$ cat src/hdl/apc_map.svh
`ifndef APC_MAP_SVH
`define APC_MAP_SVH

// ----------------------------------------
// Register indices
// ----------------------------------------
`define APC_OFF_SETPOINT     3'h0
`define APC_OFF_AUX_REF      3'h1
`define APC_OFF_PERIPH_EN    3'h2
`define APC_OFF_DEADTIME     3'h3
`define APC_OFF_MODE         3'h4
`define APC_OFF_BLOCK_EN     3'h5
`define APC_OFF_STEER_TIMING 3'h6
`define APC_OFF_STATUS       3'h7

// ----------------------------------------
// Peripheral enable fields
// ----------------------------------------
`define APC_PE_PRIMARY_GATE_DRIVE_EN   7
`define APC_PE_SECONDARY_GATE_DRIVE_EN   6
`define APC_PE_PRIMARY_GATE_DRIVE_BY   5
`define APC_PE_SECONDARY_GATE_DRIVE_BY   4
`define APC_PE_UNIMPL    3
`define APC_PE_PULLUP    2
`define APC_PE_STEER_P   1
`define APC_PE_STEER_S   0
`define APC_PE_WMASK     8'hF7

// ----------------------------------------
// Other fields
// ----------------------------------------
`define APC_DT_P_HI      7
`define APC_DT_P_LO      4
`define APC_DT_S_HI      3
`define APC_DT_S_LO      0
`define APC_MS_HI        7
`define APC_MS_LO        6
`define APC_BE_DIG_EN    7
`define APC_BE_DSEL_HI   6
`define APC_BE_DSEL_LO   4
`define APC_BE_ANA_EN    0
`define APC_BE_WMASK     8'hF1
`define APC_ST_DUTY_HI   7
`define APC_ST_DUTY_LO   0
`define APC_ST_PER_HI    15
`define APC_ST_PER_LO    8
`define APC_RESET_BYTE   8'h00
`define APC_DSEL_UNUSED  3'h7
`define APC_MS_MASTER    2'h1
`define APC_MS_SLAVE     2'h2

// ----------------------------------------
// Timing
// ----------------------------------------
`define APC_CLK_PERIOD_NS 10
`define APC_DT_STEP_NS    16

`endif

$ cat src/hdl/apc_pkg.sv
package apc_pkg;

    typedef struct packed {
        logic [2:0] addr;
        logic [7:0] wdata;
        logic       wr;
        logic       rd;
    } apc_bus_req_t;

    typedef enum logic [1:0] {
        APC_MS_STANDALONE,
        APC_MS_MASTER,
        APC_MS_SLAVE,
        APC_MS_SEMI_MASTER
    } apc_ms_mode_t;

endpackage

$ cat src/hdl/apc_regs.sv
`timescale 1ns/1ps
`include "apc_map.svh"

// What this block does
// - Setpoint register drives current reference DAC code.
// - DAC codes span 0..255 linear steps.
// - Lower of two amplifier demands governs loop.
// - Aux reference reaches pin only in master.
// - Bits 7/6 enable primary/secondary gate drive.
// - Bits 5/4 bypass primary/secondary dead time.
// - Dead time 16 to 256 ns, 16 ns steps.
// - Bit 2 enables sense pin weak pull-up.
// - Bit 1 steers open-loop PWM to primary.
// - Bit 0 steers open-loop PWM to secondary.
// - Secondary steering pulses only with overvoltage active.
// - Steering period and duty from timer registers.
// - Primary steering dominates when both set.
// - Digital test enable routes selected channel out.
// - Analog test enable buffers analog mux out.
// - Digital test wins when both enables set.
// - Analog test goes to ADC when disabled.
// - Bit 3 unimplemented, reads zero.
// - Select codes 0..6 valid, 7 unimplemented.
// - Mode field decodes four master/slave modes.
module apc_regs #(
    parameter int DATA_W    = 8,
    parameter int STEER_DIV = 1
) (
    // Clock and reset
    input  wire logic                  core_clk,
    input  wire logic                  rst_b,
    // Register port
    input  wire apc_pkg::apc_bus_req_t bus_req,
    output logic [7:0]                 rd_data,
    // Analog and timing inputs
    input  wire logic [7:0]            current_demand,
    input  wire logic [7:0]            voltage_demand,
    input  wire logic                  loop_pwm_primary,
    input  wire logic                  loop_pwm_secondary,
    input  wire logic                  overvoltage_active,
    input  wire logic [6:0]            dig_test_in,
    // Reference outputs
    output logic [7:0]                 current_dac_code,
    output logic [7:0]                 aux_dac_code,
    output logic                       aux_ref_to_pin,
    output logic [7:0]                 loop_demand,
    // Gate drives and pull-up
    output logic                       primary_gate_drive,
    output logic                       secondary_gate_drive,
    output logic                       sense_pin_pullup_enable,
    // Mode
    output apc_pkg::apc_ms_mode_t      ms_mode,
    output logic                       ext_sync_select,
    // Debug pin routing
    output logic                       debug_pin_out,
    output logic                       debug_pin_oe,
    output logic                       analog_buffer_to_pin,
    output logic                       analog_to_adc
);

    if (DATA_W != 8 || STEER_DIV < 1 || STEER_DIV > 65535) begin : g_bad_params
        $error("apc_regs: unsupported parameter values");
    end

    // ----------------------------------------
    // Register storage
    // ----------------------------------------
    logic [7:0]  setpoint;
    logic [7:0]  aux_ref;
    logic [7:0]  periph_en;
    logic [7:0]  deadtime_code;
    logic [7:0]  mode_reg;
    logic [7:0]  block_en;
    logic [15:0] steer_timing;
    logic [1:0]  drive_q;
    logic        steer_pwm;

    wire wr_set  = bus_req.wr && bus_req.addr == `APC_OFF_SETPOINT;
    wire wr_aux  = bus_req.wr && bus_req.addr == `APC_OFF_AUX_REF;
    wire wr_pe   = bus_req.wr && bus_req.addr == `APC_OFF_PERIPH_EN;
    wire wr_dt   = bus_req.wr && bus_req.addr == `APC_OFF_DEADTIME;
    wire wr_mode = bus_req.wr && bus_req.addr == `APC_OFF_MODE;
    wire wr_be   = bus_req.wr && bus_req.addr == `APC_OFF_BLOCK_EN;
    wire wr_st   = bus_req.wr && bus_req.addr == `APC_OFF_STEER_TIMING;
    wire wr_per  = bus_req.wr && bus_req.addr == `APC_OFF_STATUS;

    always_ff @(posedge core_clk) begin
        if (!rst_b) begin
            setpoint      <= `APC_RESET_BYTE;
            aux_ref       <= `APC_RESET_BYTE;
            periph_en     <= `APC_RESET_BYTE;
            deadtime_code <= `APC_RESET_BYTE;
            mode_reg      <= `APC_RESET_BYTE;
            block_en      <= `APC_RESET_BYTE;
            steer_timing  <= {`APC_RESET_BYTE, `APC_RESET_BYTE};
        end else begin
            if (wr_set) setpoint <= bus_req.wdata;
            if (wr_aux) aux_ref <= bus_req.wdata;
            if (wr_pe) periph_en <= bus_req.wdata & `APC_PE_WMASK;
            if (wr_dt) deadtime_code <= bus_req.wdata;
            if (wr_mode) mode_reg <= bus_req.wdata;
            if (wr_be) block_en <= bus_req.wdata & `APC_BE_WMASK;
            if (wr_st) steer_timing[`APC_ST_DUTY_HI:`APC_ST_DUTY_LO] <= bus_req.wdata;
            // Status index is read-only, so its write slot takes the period
            if (wr_per) steer_timing[`APC_ST_PER_HI:`APC_ST_PER_LO] <= bus_req.wdata;
        end
    end

    // Duty reads back at its index; the period byte is write-only
    wire [7:0] steer_duty = steer_timing[`APC_ST_DUTY_HI:`APC_ST_DUTY_LO];

    // ----------------------------------------
    // Read path
    // ----------------------------------------
    wire [7:0] status_byte = {4'h0, steer_pwm, overvoltage_active, drive_q[1], drive_q[0]};
    logic [7:0] rd_mux;
    always_comb begin
        unique case (bus_req.addr)
            `APC_OFF_SETPOINT:     rd_mux = setpoint;
            `APC_OFF_AUX_REF:      rd_mux = aux_ref;
            `APC_OFF_PERIPH_EN:    rd_mux = periph_en;
            `APC_OFF_DEADTIME:     rd_mux = deadtime_code;
            `APC_OFF_MODE:         rd_mux = mode_reg;
            `APC_OFF_BLOCK_EN:     rd_mux = block_en;
            `APC_OFF_STEER_TIMING: rd_mux = steer_duty;
            `APC_OFF_STATUS:       rd_mux = status_byte;
        endcase
    end

    always_ff @(posedge core_clk) begin
        if (!rst_b) begin
            rd_data <= `APC_RESET_BYTE;
        end else begin
            rd_data <= bus_req.rd ? rd_mux : `APC_RESET_BYTE;
        end
    end

    // ----------------------------------------
    // References, mode and demand selection
    // ----------------------------------------
    wire [1:0] ms_field = mode_reg[`APC_MS_HI:`APC_MS_LO];
    wire [7:0] min_demand = (current_demand < voltage_demand) ? current_demand
                                                              : voltage_demand;

    always_ff @(posedge core_clk) begin
        if (!rst_b) begin
            current_dac_code <= `APC_RESET_BYTE;
            aux_dac_code     <= `APC_RESET_BYTE;
            aux_ref_to_pin   <= 1'b0;
            loop_demand      <= `APC_RESET_BYTE;
            ms_mode          <= apc_pkg::APC_MS_STANDALONE;
            ext_sync_select  <= 1'b0;
        end else begin
            current_dac_code <= setpoint;
            aux_dac_code     <= aux_ref;
            aux_ref_to_pin   <= ms_field == `APC_MS_MASTER;
            loop_demand      <= min_demand;
            ms_mode          <= apc_pkg::apc_ms_mode_t'(ms_field);
            ext_sync_select  <= ms_field == `APC_MS_SLAVE;
        end
    end

    // ----------------------------------------
    // Open-loop steering PWM
    // ----------------------------------------
    logic [15:0] div_cnt;
    logic [7:0]  period_cnt;
    wire         div_tick = div_cnt == 16'(STEER_DIV - 1);
    wire [7:0]   steer_period = steer_timing[`APC_ST_PER_HI:`APC_ST_PER_LO];

    always_ff @(posedge core_clk) begin
        if (!rst_b) begin
            div_cnt    <= 16'h0000;
            period_cnt <= 8'h00;
            steer_pwm  <= 1'b0;
        end else begin
            div_cnt <= div_tick ? 16'h0000 : div_cnt + 16'h0001;
            if (div_tick) begin
                // Period from one register, duty from the other
                period_cnt <= (period_cnt >= steer_period) ? 8'h00
                                                           : period_cnt + 8'h01;
                steer_pwm  <= period_cnt < steer_duty;
            end
        end
    end

    // ----------------------------------------
    // Drive request steering
    // ----------------------------------------
    wire steer_p = periph_en[`APC_PE_STEER_P];
    wire steer_s = periph_en[`APC_PE_STEER_S] && !steer_p;
    wire [1:0] drive_req;
    assign drive_req[0] = steer_p ? steer_pwm : (!steer_s && loop_pwm_primary);
    assign drive_req[1] = steer_s ? (steer_pwm && overvoltage_active)
                                  : (!steer_p && loop_pwm_secondary);

    wire [1:0] drive_en = {periph_en[`APC_PE_SECONDARY_GATE_DRIVE_EN], periph_en[`APC_PE_PRIMARY_GATE_DRIVE_EN]};
    wire [1:0] drive_by = {periph_en[`APC_PE_SECONDARY_GATE_DRIVE_BY], periph_en[`APC_PE_PRIMARY_GATE_DRIVE_BY]};
    wire [3:0] dt_code [2];
    assign dt_code[0] = deadtime_code[`APC_DT_P_HI:`APC_DT_P_LO];
    assign dt_code[1] = deadtime_code[`APC_DT_S_HI:`APC_DT_S_LO];

    // ----------------------------------------
    // Dead time per drive
    // ----------------------------------------
    genvar gi;
    generate
        for (gi = 0; gi < 2; gi++) begin : g_drive
            logic [4:0] dt_cnt;
            wire [8:0] dt_ns  = 9'(({5'h00, dt_code[gi]} + 9'h001)
                                   * 9'(`APC_DT_STEP_NS));
            // Least time, so round up to whole cycles
            wire [4:0] dt_cyc = 5'((dt_ns + 9'(`APC_CLK_PERIOD_NS - 1))
                                   / 9'(`APC_CLK_PERIOD_NS));
            wire       dt_done = dt_cnt >= dt_cyc;

            always_ff @(posedge core_clk) begin
                if (!rst_b) begin
                    dt_cnt      <= 5'h00;
                    drive_q[gi] <= 1'b0;
                end else begin
                    if (!drive_req[gi]) dt_cnt <= 5'h00;
                    else if (!dt_done) dt_cnt <= dt_cnt + 5'h01;
                    // Turn-off is immediate; only turn-on is delayed
                    drive_q[gi] <= drive_en[gi] && drive_req[gi]
                                   && (drive_by[gi] || dt_done);
                end
            end
        end
    endgenerate

    assign primary_gate_drive   = drive_q[0];
    assign secondary_gate_drive = drive_q[1];

    // ----------------------------------------
    // Pull-up and debug pin routing
    // ----------------------------------------
    wire [2:0] dsel    = block_en[`APC_BE_DSEL_HI:`APC_BE_DSEL_LO];
    wire       dig_en  = block_en[`APC_BE_DIG_EN];
    wire       ana_en  = block_en[`APC_BE_ANA_EN];
    wire       dig_bit = (dsel == `APC_DSEL_UNUSED) ? 1'b0 : dig_test_in[dsel];

    always_ff @(posedge core_clk) begin
        if (!rst_b) begin
            sense_pin_pullup_enable <= 1'b0;
            debug_pin_out           <= 1'b0;
            debug_pin_oe            <= 1'b0;
            analog_buffer_to_pin    <= 1'b0;
            analog_to_adc           <= 1'b1;
        end else begin
            sense_pin_pullup_enable <= periph_en[`APC_PE_PULLUP];
            debug_pin_out           <= dig_en && dig_bit;
            debug_pin_oe            <= dig_en;
            analog_buffer_to_pin    <= ana_en && !dig_en;
            analog_to_adc           <= !ana_en;
        end
    end

    // ----------------------------------------
    // Assertions
    // ----------------------------------------
    a_pe_bit3_zero: assert property (@(posedge core_clk) disable iff (!rst_b)
        bus_req.rd && bus_req.addr == `APC_OFF_PERIPH_EN |=> rd_data[`APC_PE_UNIMPL] == 1'b0)
        else $error("unimplemented enable bit read back as one");

    a_write_lands: assert property (@(posedge core_clk) disable iff (!rst_b)
        wr_set |=> ##1 current_dac_code == $past(bus_req.wdata, 2))
        else $error("setpoint write did not reach dac code");

    a_read_once: assert property (@(posedge core_clk) disable iff (!rst_b)
        !bus_req.rd |=> rd_data == 8'h00)
        else $error("read data present without read strobe");

    a_min_demand: assert property (@(posedge core_clk) disable iff (!rst_b)
        1'b1 |=> loop_demand <= $past(current_demand) && loop_demand <= $past(voltage_demand))
        else $error("loop demand not the lower demand");

    a_aux_pin_mode: assert property (@(posedge core_clk) disable iff (!rst_b)
        aux_ref_to_pin |-> $past(ms_field) == `APC_MS_MASTER)
        else $error("aux reference on pin outside master mode");

    a_drive_disabled: assert property (@(posedge core_clk) disable iff (!rst_b)
        !periph_en[`APC_PE_PRIMARY_GATE_DRIVE_EN] |=> !primary_gate_drive)
        else $error("primary drive active while disabled");

    a_steer_priority: assert property (@(posedge core_clk) disable iff (!rst_b)
        periph_en[`APC_PE_STEER_P] |=> !secondary_gate_drive)
        else $error("secondary drive pulsed under primary steering");

    a_ov_gates_steer: assert property (@(posedge core_clk) disable iff (!rst_b)
        steer_s && !overvoltage_active |=> !secondary_gate_drive)
        else $error("secondary steering pulsed without overvoltage");

    a_deadtime_min: assert property (@(posedge core_clk) disable iff (!rst_b)
        ($rose(drive_req[0]) && drive_en[0] && !drive_by[0] && dt_code[0] == 4'h0)
        ##1 (drive_req[0] && drive_en[0] && !drive_by[0] && dt_code[0] == 4'h0)[*3]
        |-> primary_gate_drive && !$past(primary_gate_drive))
        else $error("primary turn-on not delayed two cycles");

    a_debug_priority: assert property (@(posedge core_clk) disable iff (!rst_b)
        dig_en |=> debug_pin_oe && !analog_buffer_to_pin)
        else $error("analog buffer on pin while digital test enabled");

    a_aux_lands: assert property (@(posedge core_clk) disable iff (!rst_b)
        wr_aux |=> ##1 aux_dac_code == $past(bus_req.wdata, 2))
        else $error("aux write did not reach dac code");

    a_read_match: assert property (@(posedge core_clk) disable iff (!rst_b)
        bus_req.rd && bus_req.addr == `APC_OFF_SETPOINT |=> rd_data == current_dac_code)
        else $error("setpoint read differs from dac code");

    a_pullup_lands: assert property (@(posedge core_clk) disable iff (!rst_b)
        wr_pe |=> ##1 sense_pin_pullup_enable == $past(bus_req.wdata[`APC_PE_PULLUP], 2))
        else $error("pull-up enable did not follow its bit");

    a_secondary_gate_drive_disabled: assert property (@(posedge core_clk) disable iff (!rst_b)
        !drive_en[1] |=> !secondary_gate_drive)
        else $error("secondary drive active while disabled");

    a_bypass_primary: assert property (@(posedge core_clk) disable iff (!rst_b)
        drive_en[0] && drive_by[0] && drive_req[0] |=> primary_gate_drive)
        else $error("bypassed primary drive did not follow request");

    a_bypass_secondary: assert property (@(posedge core_clk) disable iff (!rst_b)
        drive_en[1] && drive_by[1] && drive_req[1] |=> secondary_gate_drive)
        else $error("bypassed secondary drive did not follow request");

    a_dt_first_edge: assert property (@(posedge core_clk) disable iff (!rst_b)
        drive_en[1] && !drive_by[1] && $rose(drive_req[1]) |=> !secondary_gate_drive)
        else $error("secondary turn-on skipped its dead time");

    a_steer_primary: assert property (@(posedge core_clk) disable iff (!rst_b)
        steer_p && drive_en[0] && drive_by[0] |=> primary_gate_drive == $past(steer_pwm))
        else $error("primary drive did not follow steering pwm");

    a_steer_secondary: assert property (@(posedge core_clk) disable iff (!rst_b)
        steer_s && drive_en[1] && drive_by[1]
        |=> secondary_gate_drive == $past(steer_pwm && overvoltage_active))
        else $error("secondary drive did not follow gated steering pwm");

    a_steer_s_only: assert property (@(posedge core_clk) disable iff (!rst_b)
        steer_s |=> !primary_gate_drive)
        else $error("primary drive active under secondary steering");

    a_duty_zero: assert property (@(posedge core_clk) disable iff (!rst_b)
        div_tick && steer_duty == 8'h00 |=> !steer_pwm)
        else $error("steering pwm high with zero duty");

    a_period_wrap: assert property (@(posedge core_clk) disable iff (!rst_b)
        div_tick && period_cnt >= steer_period |=> period_cnt == 8'h00)
        else $error("steering period counter did not wrap");

    a_analog_to_adc: assert property (@(posedge core_clk) disable iff (!rst_b)
        !ana_en |=> analog_to_adc && !analog_buffer_to_pin)
        else $error("analog test signals not routed to converter");

    a_analog_pin: assert property (@(posedge core_clk) disable iff (!rst_b)
        ana_en && !dig_en |=> analog_buffer_to_pin && !debug_pin_oe)
        else $error("analog test signals not buffered to pin");

    a_dig_route: assert property (@(posedge core_clk) disable iff (!rst_b)
        dig_en && dsel != `APC_DSEL_UNUSED |=> debug_pin_out == $past(dig_test_in[dsel]))
        else $error("debug pin does not show selected channel");

    a_dsel_unused: assert property (@(posedge core_clk) disable iff (!rst_b)
        dsel == `APC_DSEL_UNUSED |=> !debug_pin_out)
        else $error("unimplemented test channel drove the pin");

    a_slave_sync: assert property (@(posedge core_clk) disable iff (!rst_b)
        ext_sync_select == (ms_mode == apc_pkg::APC_MS_SLAVE))
        else $error("sync select disagrees with slave mode");

endmodule

$ cat config.mk
export PLATFORM = sky130hd
export DESIGN_NAME = apc_regs
export DESIGN_NICKNAME = d
export VERILOG_FILES = /design/src/hdl/apc_pkg.sv /design/src/hdl/apc_regs.sv
export VERILOG_INCLUDE_DIRS = /design/src /design/src/hdl
export SDC_FILE = /design/constraint.sdc
export NUM_CORES = 1
export LEC_CHECK = 0
export BUFFER_PORTS_ARGS = -buffer_cell sky130_fd_sc_hd__buf_2
export CORE_MARGIN = 2
export CORE_UTILIZATION = 60
export CTS_CLUSTER_DIAMETER = 150
export DETAILED_ROUTE_END_ITERATION = 10
export PLACE_DENSITY = 0.81
export SYNTH_ARGS = -nofsm -noshare
export SYNTH_HDL_FRONTEND = slang
export SYNTH_SLANG_ARGS = --single-unit
$ cat constraint.sdc
create_clock -name core_clk -period 7.95 [get_ports core_clk]
set_clock_uncertainty 0.15 [all_clocks]
set_input_delay 0.3975 -clock core_clk [delete_from_list [all_inputs] [get_ports core_clk]]
set_output_delay 0.3975 -clock core_clk [all_outputs]
set_load 0.03 [all_outputs]
==> results.ini <==
[outcome]
status=completed

[critical_path]
r2r_cells=35
crit_type=register to register
regToRegEndpoint=g_drive[0].dt_cnt[3]$_SDFFE_PN0N_
critPathLaunchType=register
worstPathArrival_ns=7.35
r2r_slack_ns=0.76
crit_required_ns=8.11
slowest_delay_ns=0.61
timing.rr.start=deadtime_code[4]$_SDFFE_PN0P_
end_kind=register
slowest_stage=dfxtp_1
crit_path_frequent_cell=ha_1
cp_max_fo=14
cp.buffers_inverters=3
cp_top_family=simple AND/OR/NAND/NOR gates

[sta]
finalSetupTns_ns=0
report.final.slew_viol_count=0
grt_setup_unrepaired=no
setup_viol=0
slew_headroom=0.4232
fmax_ghz=0.1390
final.min_clock_period_ns=7.193
post-route-period-util=0.9048
timing.final.hold_violations=0
tightest_slew_ns=0.8652

[layout]
reg.largest.list=div_cnt (16), steer_timing (16), g_drive.dt_cnt (10)
stdcell_area_um2=8935
seqCellArea_um2=2764
n_antenna_cell=0
num-nets-final=1103
layout-drive-gt1-share=0.1469
syn2layout_area_growth_pct=13.37
layout_common_cells=nand2_1 (148), dfxtp_1 (137), buf_2 (83)
multi_input_area_um2=4706
final_common_cell=nand2_1
fillerInstances=1063

[yosys]
synthTopCellsByArea=dfxtp_1 (35%), ha_1 (9.7%), nand2_1 (7.0%), a21boi_0 (4.9%), mux2i_1 (4.6%)
synth_cells=942
ys_seq_area_frac=0.3505
ys_ff_latch=138
async_reset_ff_frac=0
synth_area_um2=7881
synth_top_area_frac=0.3505
synthesis.nets=1044
syn_avg_cell_area_um2=8.367
synth_enable_flop_cells=0
ys_warn_count=0
yosys.area.top_type=dfxtp_1
dominantRegCellSynth=dfxtp_1
yosysUniqueCellTypes=78

[placed_design]
place_hpwl_um=12950
dpl_cell_area_um2=8333
gp_congestion=0.8877
portBuffers=83

[worst_hold_path]
min_path_cells=3
min_path_type=input port to register
whs_endpoint=loop_demand[5]$_SDFF_PN0_
min_from=voltage_demand[5]

[cts]
numCtsBuffers=17
ctsHoldBuffers=0
clock-sinks=138
clockBufferDepth=2
clock_latency_ns=0.42
path_clk_slew_ns=0.06
cts_tree=built
htreeDepth=4
clockRootBuffer=clkbuf_16

[global_routing]
grt_pass1_wl_um=29730
grt_max_degree=107
antenna_found_initial=1
overflow=0
grt_use_total=0.2599
first_global_vias=6180

[power]
p_total_mw=1.693
p_per_area_nw_per_um2=189.5
ir_drop_mv=0.1827
p_leak_nw=3.733

[floorplan]
die_area_um2=14070
dieHeight_um=118.6
start_util=0.6195
core_area_um2=12720
num_io_pins=84
rows=41
die_w_um=118.6

[drt]
first_pass_iters=5
detail_route.wl_per_cell_um=15.23
drtIter0Drc=486
num_vias=6674
drc=0
detail-route-antenna-nets=0
totalWireLength_um=18060
vias_per_cell=5.627

[job]
maxCapViolations=0

-- cells by family after synthesis --
| kind of cell | count (synthesis) | share of synthesized area |
|---|---|---|
| compound gates | 178 | 0.1586 |
| xor+xnor | 39 | 0.04572 |
| fa+ha+maj | 61 | 0.09684 |
| buf+inv | 106 | 0.05318 |
| flops | 138 | 0.3505 |
| mux | 41 | 0.05715 |
| simple gates | 379 | 0.2380 |
-- worst max-delay path by stage --
stage                                                   end  slack, ns  cells after the start                          start
after global routing      g_drive[0].dt_cnt[3]$_SDFFE_PN0N_       0.11                     35  deadtime_code[4]$_SDFFE_PN0P_
final                     g_drive[0].dt_cnt[3]$_SDFFE_PN0N_       0.76                     35  deadtime_code[4]$_SDFFE_PN0P_
after floorplan           g_drive[0].dt_cnt[3]$_SDFFE_PN0N_       1.64                     36  deadtime_code[4]$_SDFFE_PN0P_
after detailed placement  g_drive[1].dt_cnt[4]$_SDFFE_PN0N_       0.58                     37  deadtime_code[0]$_SDFFE_PN0P_
after global placement    g_drive[1].dt_cnt[4]$_SDFFE_PN0N_       0.89                     37  deadtime_code[0]$_SDFFE_PN0P_
after CTS                 g_drive[1].dt_cnt[4]$_SDFFE_PN0N_       0.57                     37  deadtime_code[0]$_SDFFE_PN0P_
-- tightest hold or removal path, cell delays in order --
cell and delay [ns]:
buf_2 0.10, nand2_1 0.05, mux2i_1 0.05
-- repair_timing --
| item | in CTS | in global routing |
|---|---|---|
| setup endpoints to repair | 0 | 6 |
| resized for setup | 0 | 3 |
| setup buffers | 0 | 0 |
-- per-layer routing --
metal  part of all wire  track usage
met5            0.00061            0
met4              0.021      0.09524
met3              0.060      0.05695
met2               0.48       0.4253
met1               0.44       0.3361
-- layout make-up --
type | instances | area share
multi-input cells | 698 | 0.5267
well taps | 172 | 0.02409
clock buffers | 19 | 0.05069
flip-flops and latches | 138 | 0.3093
inverters | 62 | 0.02605
repair buffers | 84 | 0.04733
clock inverters | 13 | 0.01582
-- metrics by stage --
step	utilization	setup slack, ns	hold WS, ns	std cells
global placement	0.6550	0.8868	0.2802	1154
CTS	0.7017	0.5735	0.06842	1186
detailed placement	0.6550	0.5795	0.2792	1154
finish	0.7023	0.7572	0.07885	1186
global route	0.7023	0.1072	0.07271	1186
floorplan	-	1.643	0.2406	942
-- cell usage after synthesis (5+ instances only) --
master and n:
a21oi_1 36, o21ai_0 16, o211ai_1 5, and3_1 10
a21boi_0 51, clkbuf_1 32, ha_1 61, or3_1 7
inv_1 60, nand3b_1 6, a21o_1 21, dfxtp_1 138
nor2_1 65, and2_1 25, or2_2 5, mux2i_1 36
buf_2 5, nor3b_1 5, nand2b_1 9, a211oi_1 6
xnor2_1 17, nor3_1 18, nor2b_1 21, nand3_1 21
nand4_1 13, xor2_1 21, nand2_1 148
-- where the power goes --
group	switching (mW)	internal (mW)
registers	0.0129	0.707
logic	0.108	0.0783
clock network	0.307	0.479
(Power assumes the default switching activity.)
